`src/logic/wdog_pkg.sv`:
```
// Package of constants for the supervisory watchdog timer
// Functional notes
// - While enabled, missing refresh within the timeout asserts system reset.
// - Enable bit cleared stops the watchdog; no timeout reset then.
// - Elapsed time is held in a sixteen-bit counter.
// - Prescale field selects timeout of 16 ms times two to the field.
// - Refresh counts only as first bit set, then second bit set.
// - Every timeout sets the status flag for software to inspect later.
// - Status flag cleared by writing zero or external reset, not watchdog reset.
// - Setting enable starts the watchdog and clears its counters.
// - One bit-addressable control register; timeout field in bits 7:5, bit 4 unused.
package wdog_pkg;
    // ============================================================
    // Register map
    localparam logic [7:0] WDOG_CTRL_ADDR  = 8'hc0;
    localparam logic [7:0] WDOG_CTRL_RESET = 8'h00;
    localparam int         PRE_MSB         = 7;
    localparam int         PRE_LSB         = 5;
    localparam int         UNUSED_BIT      = 4;
    localparam int         REF1_BIT        = 3;
    localparam int         REF2_BIT        = 2;
    localparam int         STAT_BIT        = 1;
    localparam int         EN_BIT          = 0;
    // ============================================================
    // Timing
    localparam int         CLK_HZ          = 50_000_000;
    localparam int         BASE_TIMEOUT_MS = 16;
    localparam int         CNT_WIDTH       = 16;
    // Base period split across a tick prescaler and the 16-bit counter;
    // 512 ticks let the longest setting fill the counter exactly
    localparam int         TICKS_PER_BASE  = 512;
    // Rounded down, so a timeout comes slightly early rather than late
    localparam int         TICK_CYCLES_DEF = CLK_HZ / 1000 * BASE_TIMEOUT_MS / TICKS_PER_BASE;
    localparam int         RST_PULSE_CYC   = 16;
endpackage : wdog_pkg

```
`src/logic/wdog_tick.sv`:
```
// Divider producing one-cycle ticks for the watchdog counter
module wdog_tick #(
    parameter int DIV = wdog_pkg::TICK_CYCLES_DEF
) (
    input  wire logic mclk,
    input  wire logic sys_rst,
    input  wire logic clr,
    output logic      tick
);
    logic [19:0] cnt_ff;
    wire         at_end = (cnt_ff == 20'(DIV - 1));

    always_ff @(posedge mclk or posedge sys_rst) begin
        if (sys_rst)
            cnt_ff <= 20'h00000;
        else if (clr || at_end)
            cnt_ff <= 20'h00000;
        else
            cnt_ff <= cnt_ff + 20'h00001;
    end

    assign tick = at_end && !clr;
endmodule : wdog_tick

```
`src/logic/supervisory_watchdog_timer.sv`:
```
// Watchdog timer with bit-addressable control register and system reset output
module supervisory_watchdog_timer
    import wdog_pkg::*;
#(
    parameter int TICK_CYCLES = wdog_pkg::TICK_CYCLES_DEF
) (
    input  wire logic       mclk,
    input  wire logic       sys_rst,
    input  wire logic [7:0] reg_addr,
    input  wire logic       reg_wr,
    input  wire logic [7:0] reg_wdata,
    input  wire logic       bit_wr,
    input  wire logic [2:0] bit_sel,
    input  wire logic       bit_val,
    output logic [7:0]      reg_rdata,
    output logic            wdog_rst_out
);
    import wdog_pkg::*;

    // ============================================================
    // Control register fields and internal state
    logic [2:0]           pre_ff;
    logic                 ref1_ff;
    logic                 ref2_ff;
    logic                 stat_ff;
    logic                 en_ff;
    logic [CNT_WIDTH-1:0] cnt_ff;
    logic [4:0]           rst_cnt_ff;
    logic [7:0]           rdata_ff;

    wire hit      = (reg_addr == WDOG_CTRL_ADDR);
    wire byte_wr  = reg_wr && hit;
    wire bwr      = bit_wr && hit && !reg_wr;
    // Bit-addressable writes form the new value from the current image
    wire [7:0] cur_img = {pre_ff, 1'b0, ref1_ff, ref2_ff, stat_ff, en_ff};
    logic [7:0] bit_img;
    always_comb begin
        bit_img = cur_img;
        bit_img[bit_sel] = bit_val;
    end
    wire       any_wr  = byte_wr || bwr;
    wire [7:0] wr_img  = byte_wr ? reg_wdata : bit_img;

    // ============================================================
    // Refresh sequencing
    wire set_r1    = any_wr && wr_img[REF1_BIT] && !ref1_ff;
    wire set_r2    = any_wr && wr_img[REF2_BIT];
    wire refresh   = set_r2 && ref1_ff;
    wire en_rise   = any_wr && wr_img[EN_BIT] && !en_ff;

    // ============================================================
    // Timeout detection
    // Terminal count is worked out at 32 bits, so the longest setting
    // still lands on 16'hffff instead of wrapping to zero
    wire                 tick;
    wire [CNT_WIDTH-1:0] last_cnt = CNT_WIDTH'((TICKS_PER_BASE << pre_ff) - 1);
    // Greater-or-equal: a shorter prescale written mid-count still expires
    wire                 at_last  = (cnt_ff >= last_cnt);
    wire                 timeout  = en_ff && tick && at_last && !refresh;
    wire                 tick_clr = refresh || en_rise || !en_ff;
    wire                 cnt_clr  = !en_ff || en_rise || refresh || timeout;
    wire                 stat_clr = any_wr && !wr_img[STAT_BIT];

    wdog_tick #(.DIV(TICK_CYCLES)) u_tick (
        .mclk    (mclk),
        .sys_rst (sys_rst),
        .clr     (tick_clr),
        .tick    (tick)
    );

    // ============================================================
    // Configuration bits
    always_ff @(posedge mclk or posedge sys_rst) begin
        if (sys_rst) begin
            pre_ff <= WDOG_CTRL_RESET[PRE_MSB:PRE_LSB];
            en_ff  <= WDOG_CTRL_RESET[EN_BIT];
        end else if (any_wr) begin
            pre_ff <= wr_img[PRE_MSB:PRE_LSB];
            en_ff  <= wr_img[EN_BIT];
        end
    end

    // ============================================================
    // Refresh bits; a completed sequence self-clears both
    always_ff @(posedge mclk or posedge sys_rst) begin
        if (sys_rst) begin
            ref1_ff <= WDOG_CTRL_RESET[REF1_BIT];
            ref2_ff <= WDOG_CTRL_RESET[REF2_BIT];
        end else if (refresh) begin
            ref1_ff <= 1'b0;
            ref2_ff <= 1'b0;
        end else if (any_wr) begin
            ref1_ff <= wr_img[REF1_BIT] && (ref1_ff || set_r1);
            ref2_ff <= 1'b0;                      // Lone second bit ignored
        end
    end

    // ============================================================
    // Status: set wins over a software clear in the same cycle
    // The watchdog's own reset pulse never touches it
    always_ff @(posedge mclk or posedge sys_rst) begin
        if (sys_rst)
            stat_ff <= WDOG_CTRL_RESET[STAT_BIT];
        else if (timeout)
            stat_ff <= 1'b1;
        else if (stat_clr)
            stat_ff <= 1'b0;
    end

    // ============================================================
    // Elapsed-time counter
    always_ff @(posedge mclk or posedge sys_rst) begin
        if (sys_rst)
            cnt_ff <= '0;
        else if (cnt_clr)
            cnt_ff <= '0;
        else if (tick)
            cnt_ff <= cnt_ff + CNT_WIDTH'(1);
    end

    // ============================================================
    // Reset pulse; this block sits outside the reset it drives
    always_ff @(posedge mclk or posedge sys_rst) begin
        if (sys_rst)
            rst_cnt_ff <= 5'h00;
        else if (timeout)
            rst_cnt_ff <= 5'(RST_PULSE_CYC);
        else if (rst_cnt_ff != 5'h00)
            rst_cnt_ff <= rst_cnt_ff - 5'h01;
    end
    assign wdog_rst_out = (rst_cnt_ff != 5'h00);

    // ============================================================
    // Registered read data; unmapped addresses read zero
    always_ff @(posedge mclk or posedge sys_rst) begin
        if (sys_rst)
            rdata_ff <= 8'h00;
        else
            rdata_ff <= hit ? cur_img : 8'h00;
    end
    assign reg_rdata = rdata_ff;

    // ============================================================
    // Checks
    timeout_rst_a : assert property (
        @(posedge mclk) disable iff (sys_rst)
        timeout |=> wdog_rst_out [*8]
    ) else $error("no reset after timeout");

    pulse_len_a : assert property (
        @(posedge mclk) disable iff (sys_rst)
        $rose(wdog_rst_out) |-> wdog_rst_out [*8] ##1 wdog_rst_out [*8] ##1 !wdog_rst_out
    ) else $error("reset pulse length wrong");

    disabled_quiet_a : assert property (
        @(posedge mclk) disable iff (sys_rst)
        !en_ff |-> !timeout
    ) else $error("timeout while disabled");

    idle_clear_a : assert property (
        @(posedge mclk) disable iff (sys_rst)
        !en_ff |=> cnt_ff == '0
    ) else $error("counter runs while disabled");

    cnt_bound_a : assert property (
        @(posedge mclk) disable iff (sys_rst)
        en_ff && tick && at_last && !refresh |=> cnt_ff == '0 && wdog_rst_out
    ) else $error("counter past limit");

    count_step_a : assert property (
        @(posedge mclk) disable iff (sys_rst)
        en_ff && tick && !timeout && !any_wr |=> cnt_ff == $past(cnt_ff) + CNT_WIDTH'(1)
    ) else $error("counter step wrong");

    limit_val_a : assert property (
        @(posedge mclk) disable iff (sys_rst)
        ((32'(last_cnt) + 32'd1) >> pre_ff) == 32'(TICKS_PER_BASE)
    ) else $error("bad limit");

    refresh_order_a : assert property (
        @(posedge mclk) disable iff (sys_rst)
        refresh |-> ref1_ff
    ) else $error("refresh without first bit");

    status_set_a : assert property (
        @(posedge mclk) disable iff (sys_rst)
        timeout |=> stat_ff
    ) else $error("status not set");

    status_hold_a : assert property (
        @(posedge mclk) disable iff (sys_rst)
        stat_ff && !any_wr |=> stat_ff
    ) else $error("status lost");

    status_clear_a : assert property (
        @(posedge mclk) disable iff (sys_rst)
        stat_clr && !timeout |=> !stat_ff
    ) else $error("status not cleared by write");

    enable_clear_a : assert property (
        @(posedge mclk) disable iff (sys_rst)
        en_rise |=> cnt_ff == '0 && en_ff
    ) else $error("counter not cleared");

    refresh_clear_a : assert property (
        @(posedge mclk) disable iff (sys_rst)
        refresh |=> !ref1_ff && !ref2_ff && cnt_ff == '0
    ) else $error("refresh not applied");

    lone_second_a : assert property (
        @(posedge mclk) disable iff (sys_rst)
        set_r2 && !ref1_ff |=> !ref2_ff
    ) else $error("lone second bit kept");

    unused_zero_a : assert property (
        @(posedge mclk) disable iff (sys_rst)
        !rdata_ff[UNUSED_BIT]
    ) else $error("bit 4 not zero");

    // Main scenarios
    refresh_c    : cover property (@(posedge mclk) disable iff (sys_rst)
        refresh);
    timeout_c    : cover property (@(posedge mclk) disable iff (sys_rst)
        timeout);
    enable_c     : cover property (@(posedge mclk) disable iff (sys_rst)
        en_rise);
    stat_clr_c   : cover property (@(posedge mclk) disable iff (sys_rst)
        stat_ff && stat_clr);
    lone_sec_c   : cover property (@(posedge mclk) disable iff (sys_rst)
        set_r2 && !ref1_ff);
endmodule : supervisory_watchdog_timer

```
`config.mk`:
```
export PLATFORM = sky130hd
export DESIGN_NAME = supervisory_watchdog_timer
export DESIGN_NICKNAME = d
export VERILOG_FILES = /design/src/logic/wdog_pkg.sv /design/src/logic/wdog_tick.sv /design/src/logic/supervisory_watchdog_timer.sv
export SDC_FILE = /design/constraint.sdc
export NUM_CORES = 1
export LEC_CHECK = 0
export CAP_MARGIN = 25
export CORE_AREA = 2 2 84 86
export CTS_CLUSTER_DIAMETER = 50
export DETAILED_ROUTE_END_ITERATION = 16
export DIE_AREA = 0 0 86 88
export DONT_BUFFER_PORTS = 1
export PLACE_DENSITY = 0.68
export SYNTH_ARGS = -nofsm -noshare
export SYNTH_HDL_FRONTEND = slang
export SYNTH_SLANG_ARGS = --single-unit
export TNS_END_PERCENT = 1
```
`constraint.sdc`:
```
create_clock -name mclk -period 3.9 [get_ports mclk]
set_clock_uncertainty 0.2 [all_clocks]
set_input_delay 0.39 -clock mclk [delete_from_list [all_inputs] [get_ports mclk]]
set_output_delay 0.39 -clock mclk [all_outputs]
set_load 0.05 [all_outputs]
```
# Word-level counts from Yosys, hierarchy flattened
# Cells that the tools add are included.
[word_totals]
latchBits = 0
mem_bits_ro = 0
elab_cells = 70
mem_bits_rw = 0
regBits = 56
out_inout_bits = 9
mem_count = 0
[op_classes]
bitwise_logic = 0
div = 0
order_cmp = 3
eq_ne = 2
n_mux = 16
n_reduce_logical = 35
shifts = 1
addsub = 4
multipliers = 0
[op_table]
columns = ["cell", "count"]
rows = [
  ["$mux 16", 2],
  ["$add 20x1->20 const B", 1],
  ["$eq 20x11->1 const B", 1],
  ["$mux 20", 1],
  ["$add 16x1->16 const B", 1],
  ["$ge 16x16->1", 1],
  ["$logic_and 1x1->1", 16],
  ["$mux 8", 2],
  ["$shl 10x3->16 const A", 1],
  ["$sub 16x2->16 const B", 1],
  ["$mux 5", 2],
  ["$bwmux 8", 1],
  ["$eq 8x8->1 const B", 1],
  ["$logic_or 1x1->1", 8],
  ["$reduce_bool 2->1", 4],
  ["$mux 1", 7],
  ["$logic_not 1->1", 6],
  ["$reduce_bool 5->1", 1],
  ["$sub 5x1->5 const B", 1],
  ["$lt 3x4->1 const B", 1],
  ["$demux 1 s3", 1],
  ["$ge 3x1->1 const B", 1],
]

# Longest topological paths before layout
[depth]
word_depth = 17
depth_mapped = 14

# Modules after synthesis
# A second synthesis with hierarchy kept.
[unflattened]
hier_cells = 336
hier_area_um2 = 3163.0
[by_module_without_submodules]
columns = ["mod", "area_per_inst_um2", "cells_each", "seq_area_each_um2", "instances"]
rows = [
  ["supervisory_watchdog_timer", 2102.0, 228, 825.8, 1],
  ["wdog_tick", 1061.0, 108, 500.5, 1],
]

# Worst setup path before layout
# Ideal clock, no wire load.
[synth_path]
kind = "flip-flop to flip-flop"
startpoint = "reg pre_ff[0]"
endpoint = "reg cnt_ff[5]"
path_slack_ns = 0.168
t_required_ns = 3.601
n_path_buf = 3
setup_time_ns = 0.099
arrival_ns = 3.432
path_stages_with_launch = 15
cell_sequence = "dfrtp_1 -> clkbuf_1 -> or3_1 -> ha_1 -> clkbuf_1 -> nor3_1 -> a21oi_1 -> o21a_1 -> ha_1 -> and4_1 -> and4_1 -> a221oi_1 -> clkbuf_1 -> o21ai_0 -> a311oi_1"
[synth_between]
elab_chain_len = 7
elab_cells_between_ends = 8
classes_between = "add/sub (1); order compare (1); shift (1); mux (1); reduce/logical (4)"
[synth_rtl]
columns = ["item", "line_no", "text"]
rows = [
  ["from (decl)", "supervisory_watchdog_timer.sv:22", "logic [2:0] pre_ff;"],
  ["from (signal assigned)", "supervisory_watchdog_timer.sv:75", "pre_ff <= WDOG_CTRL_RESET[PRE_MSB:PRE_LSB];"],
  ["from (signal assigned)", "supervisory_watchdog_timer.sv:78", "pre_ff <= wr_img[PRE_MSB:PRE_LSB];"],
  ["$shl 10x3->16 *", "supervisory_watchdog_timer.sv:56", "wire [CNT_WIDTH-1:0] last_cnt = CNT_WIDTH'((TICKS_PER_BASE << pre_ff) - 1);"],
  ["$sub 16x2->16 *", "supervisory_watchdog_timer.sv:56", ""],
  ["$ge 16x16->1 *", "supervisory_watchdog_timer.sv:58", "wire at_last = (cnt_ff >= last_cnt);"],
  ["$logic_and 1x1->1 * (2 in a row)", "supervisory_watchdog_timer.sv:59", "wire timeout = en_ff && tick && at_last && !refresh;"],
  ["$logic_or 1x1->1 *", "supervisory_watchdog_timer.sv:61", "wire cnt_clr = !en_ff || en_rise || refresh || timeout;"],
  ["$mux 16 or $reduce_bool 2->1 (tied branches)", "-", ""],
  ["to (signal assigned)", "supervisory_watchdog_timer.sv:118", "cnt_ff <= cnt_ff + CNT_WIDTH'(1);"],
  ["to (decl)", "supervisory_watchdog_timer.sv:27", "logic [CNT_WIDTH-1:0] cnt_ff;"],
]
# Every way passes the cells marked *; elsewhere a longest branch is shown, timed or not.
# A chain may end at the register's enable or synchronous reset.

# Worst setup path in the final report
[layout_path]
startpoint = "reg pre_ff[2]"
endpoint = "reg cnt_ff[5]"
# Same word-level chain as after synthesis.

==> impl_summary.txt <==
----------------------------------------------------
[Setup path]
  Worst R2R Path Depth ... 12
  Critical path endpoint category ... flop
  CP max-delay cell ... sky130_fd_sc_hd__dfrtp_1
  CP peak stage delay ... 0.46 ns
  Largest fanout on the critical path ... 31
  Worst setup path class ... reg -> reg
  WP data required ... 3.92 ns
  Worst Path Arrival ... 3.53 ns
  Cell-by-cell listing of the critical path ... or3_1 -> ha_1 -> nor3_1 -> a21oi_1 -> o21a_1 -> ha_1 -> and4_1 -> and4_1 -> a221oi_2 -> buf_12 -> o21ai_0 -> a311oi_1
  Startpoint class of the critical path ... flop

[Finish]
  Fraction of final layout cells sized beyond drive strength 1 ... 6.780%
  Area Overhead vs Synth ... 6.216%
  Antenna diodes ... 0
  Net count, final ... 390
  Footprint of the multi-input gates ... 1722 um2
  Filler cell count in the final layout ... 596
  Flip-flop and latch area ... 1326 um2

[CTS]
  H-tree level count ... 2
  Total clock buffers created by CTS ... 5
  Post-CTS Repair Setup Buffers ... 0
  CTS max path bufs ... 2
  Clock latency of the later-clocked register in the worst-skew pair ... 0.32 ns
  Buffer cell driving the clock tree root ... sky130_fd_sc_hd__clkbuf_8
  Clock transition at the registers of the reported paths ... 0.11 ns
  CTS tree ... built
  TritonCTS Sinks ... 53

[Yosys]
  Number of enable-type register cells in the synthesized netlist ... 0
  Sequential element share of the synthesized area ... 41.18%
  Largest area contributor in the synthesized netlist ... sky130_fd_sc_hd__dfrtp_1
  Flip-flop cell with the highest count after synthesis ... sky130_fd_sc_hd__dfrtp_1
  Count of cell types in the netlist ... 46
  Cell count after synthesis ... 358
  Largest cells by area after synthesis ... sky130_fd_sc_hd__dfrtp_1 (41%), sky130_fd_sc_hd__ha_1 (5.1%), sky130_fd_sc_hd__o211ai_1 (4.9%)
  Total standard cell area after synthesis ... 3221 um2
  Total of flip-flops plus latches after synthesis ... 53
  Most common cell in the netlist ... sky130_fd_sc_hd__dfrtp_1
  Post-synthesis average cell area ... 8.996 um2
  Async SR Flop Fraction ... 100.0%
  Syn. warnings ... 0
  Top cells by instance count after synthesis ... sky130_fd_sc_hd__dfrtp_1 (53), sky130_fd_sc_hd__nor2_1 (40), sky130_fd_sc_hd__nand2_1 (30), sky130_fd_sc_hd__inv_1 (21), sky130_fd_sc_hd__o211ai_1 (21)
  Share of the synthesized area in the top cell type ... 41.18%

[Power and ir drop]
  Maximum vdd drop ... 0.2230 mV
  PnR Total Power ... 0.001014 W
  Power density over the cells ... 296.3 nW/um2
  Static Leak ... 1.405 nW

[Die]
  Die footprint ... 7568 um2
  Number of placement rows ... 30
  Die span in x ... 86 um
  Vertical die dimension ... 88 um
  Total core area ... 6644 um2
  Top-level I/O count ... 33
  Effective utilization at floorplan ... 48.47%

[Route]
  Post-DRT Antenna Nets ... 0
  Routed wire length ... 6311 um
  Drt drc ... 0
  Total vias in the final route ... 2,514
  Vias per Instance ... 5.793
  Drt first-iter violations ... 162
  First drt pass iteration count ... 4
  Detail-routed net length per standard cell ... 14.54 um

[Global route]
  Leftover overflow at the end of global routing ... 0
  Vias in the first global route ... 2,495
  Pin count of the biggest net entering global routing ... 37
  Tot GR Track Use ... 18.17%
  Antenna violations before repair ... 0
  First-pass GRT wire length ... 11,250 um

[STA]
  Slew Viols, Final ... 0
  Slew at the pin closest to its max-slew limit ... 0.7376 ns
  Minimum period implied by the final worst setup slack ... 3.510 ns
  RSZ-0062 raised after global routing ... no
  Slew headroom ... 50.13%
  Fmax achieved ... 0.2849 GHz
  Final period util ... 90.01%
  Setup tns final ... 0 ns
  Total setup violations reported at the end of the flow ... 0
  Final hold vios ... 0

[Hold path]
  Hold-critical path depth ... 2
  Hold Path Class ... in -> reg

[Run]
  Number of maximum-capacitance constraint violations ... 0

[Placed design]
  Detailed Place HPWL ... 4454 um
  Number of buffer cells added on primary ports ... 0
  RePlAce Congestion ... 0.7677

[Run status]
  Result of the run ... finished, final reports clean

----------------------------------------------------
[layout by cell type (no fill, tap or decap), types with 12 or more instances in the layout]
master | synthesis | layout
sky130_fd_sc_hd__dfrtp_1 | 53 | 53
sky130_fd_sc_hd__inv_1 | 21 | 20
sky130_fd_sc_hd__nand2_1 | 30 | 30
sky130_fd_sc_hd__nor2_1 | 40 | 40
sky130_fd_sc_hd__o211ai_1 | 21 | 21
sky130_fd_sc_hd__nand3_1 | 18 | 18
sky130_fd_sc_hd__mux2i_1 | 12 | 12
sky130_fd_sc_hd__ha_1 | 13 | 13
[layout make-up]
cell class              instances  share of cell area, %
multi-input cells             265                  50.33
flip-flops and latches         53                  38.77
well taps                      80                  2.926
inverters                      21                  2.304
repair buffers                  7                  2.195
clock buffers                   5                  2.012
clock inverters                 3                  1.463
[routing by layer]
layer | part of all wire (%) | up-vias | global-route usage (%)
met5 | 0 | - | 0
met4 | 1.3 | 0 | 5.051
met3 | 3.3 | 8 | 3.393
met2 | 47 | 36 | 30.73
met1 | 48 | 1201 | 23.99
li1 | - | 1269 | -
[registers in the layout, indices dropped and copies added (netlist names)]
register / flops
u_tick.cnt_ff: 20
cnt_ff: 16
reg_rdata: 6
rst_cnt_ff: 5
pre_ff: 3
en_ff: 1
ref1_ff: 1
stat_ff: 1
[report_power, final]
group	switching, W	leakage (nW)	total, W	internal [W]
clock	0.000203	0.0603	0.000400	0.000197
sequential	0.00000279	0.735	0.000554	0.000551
combinational	0.0000419	0.610	0.0000596	0.0000177
total	0.000247	1.41	0.00101	0.000766
[cells by family (layout without fill, tap and decap cells)]
group	count (synthesis)	in the layout	share of synthesized area (%)
AO/OA/AOI/OAI	74	74	15.85
flip-flops	53	53	41.18
XOR/XNOR	22	22	5.983
multiplexers	12	12	3.730
other	1	2	0.1164
buffers and inverters	41	36	5.672
adder cells (fa/ha/maj)	13	13	5.051
AND/OR/NAND/NOR	142	142	22.42
[per-stage QoR]
| stage | worst slack [ns] | utilization (%) | instance area [um2] | hold WS (ns) | cells |
|---|---|---|---|---|---|
| CTS | 0.4209 | 51.49 | 3421 | 0.07872 | 434 |
| floorplan | 0.1684 | - | 3224 | 0.2415 | 359 |
| global route | 0.2062 | 51.49 | 3421 | 0.1069 | 434 |
| global placement | 0.5104 | 49.32 | 3277 | 0.07334 | 424 |
| detailed placement | 0.4548 | 49.55 | 3292 | 0.07617 | 425 |
| finish | 0.3896 | 51.49 | 3421 | 0.08715 | 434 |
[timing repair]
item	CTS	global route
hold buffers	1	0
hold endpoints to repair	17	0
gates resized for setup	0	0
[critical path: cells and delay by family, from the launching register on]
kind,cells,cell delay (ns)
buf+inv,1,0.23
flops,1,0.46
fa+ha+maj,2,0.56
compound gates,5,0.94
simple gates,4,1.01
[final timing paths]
kind / from / to / slack (ns)
min in group asynchronous: sys_rst / rst_cnt_ff[1] / 0.28
hold reg to reg: stat_ff / stat_ff / 0.29
max in group asynchronous: sys_rst / cnt_ff[10] / 2.42
setup reg to reg: pre_ff[2] / cnt_ff[5] / 0.39
hold / removal: reg_wr / en_ff / 0.09
setup / recovery: pre_ff[2] / cnt_ff[5] / 0.39
(Power assumes the default switching activity.)
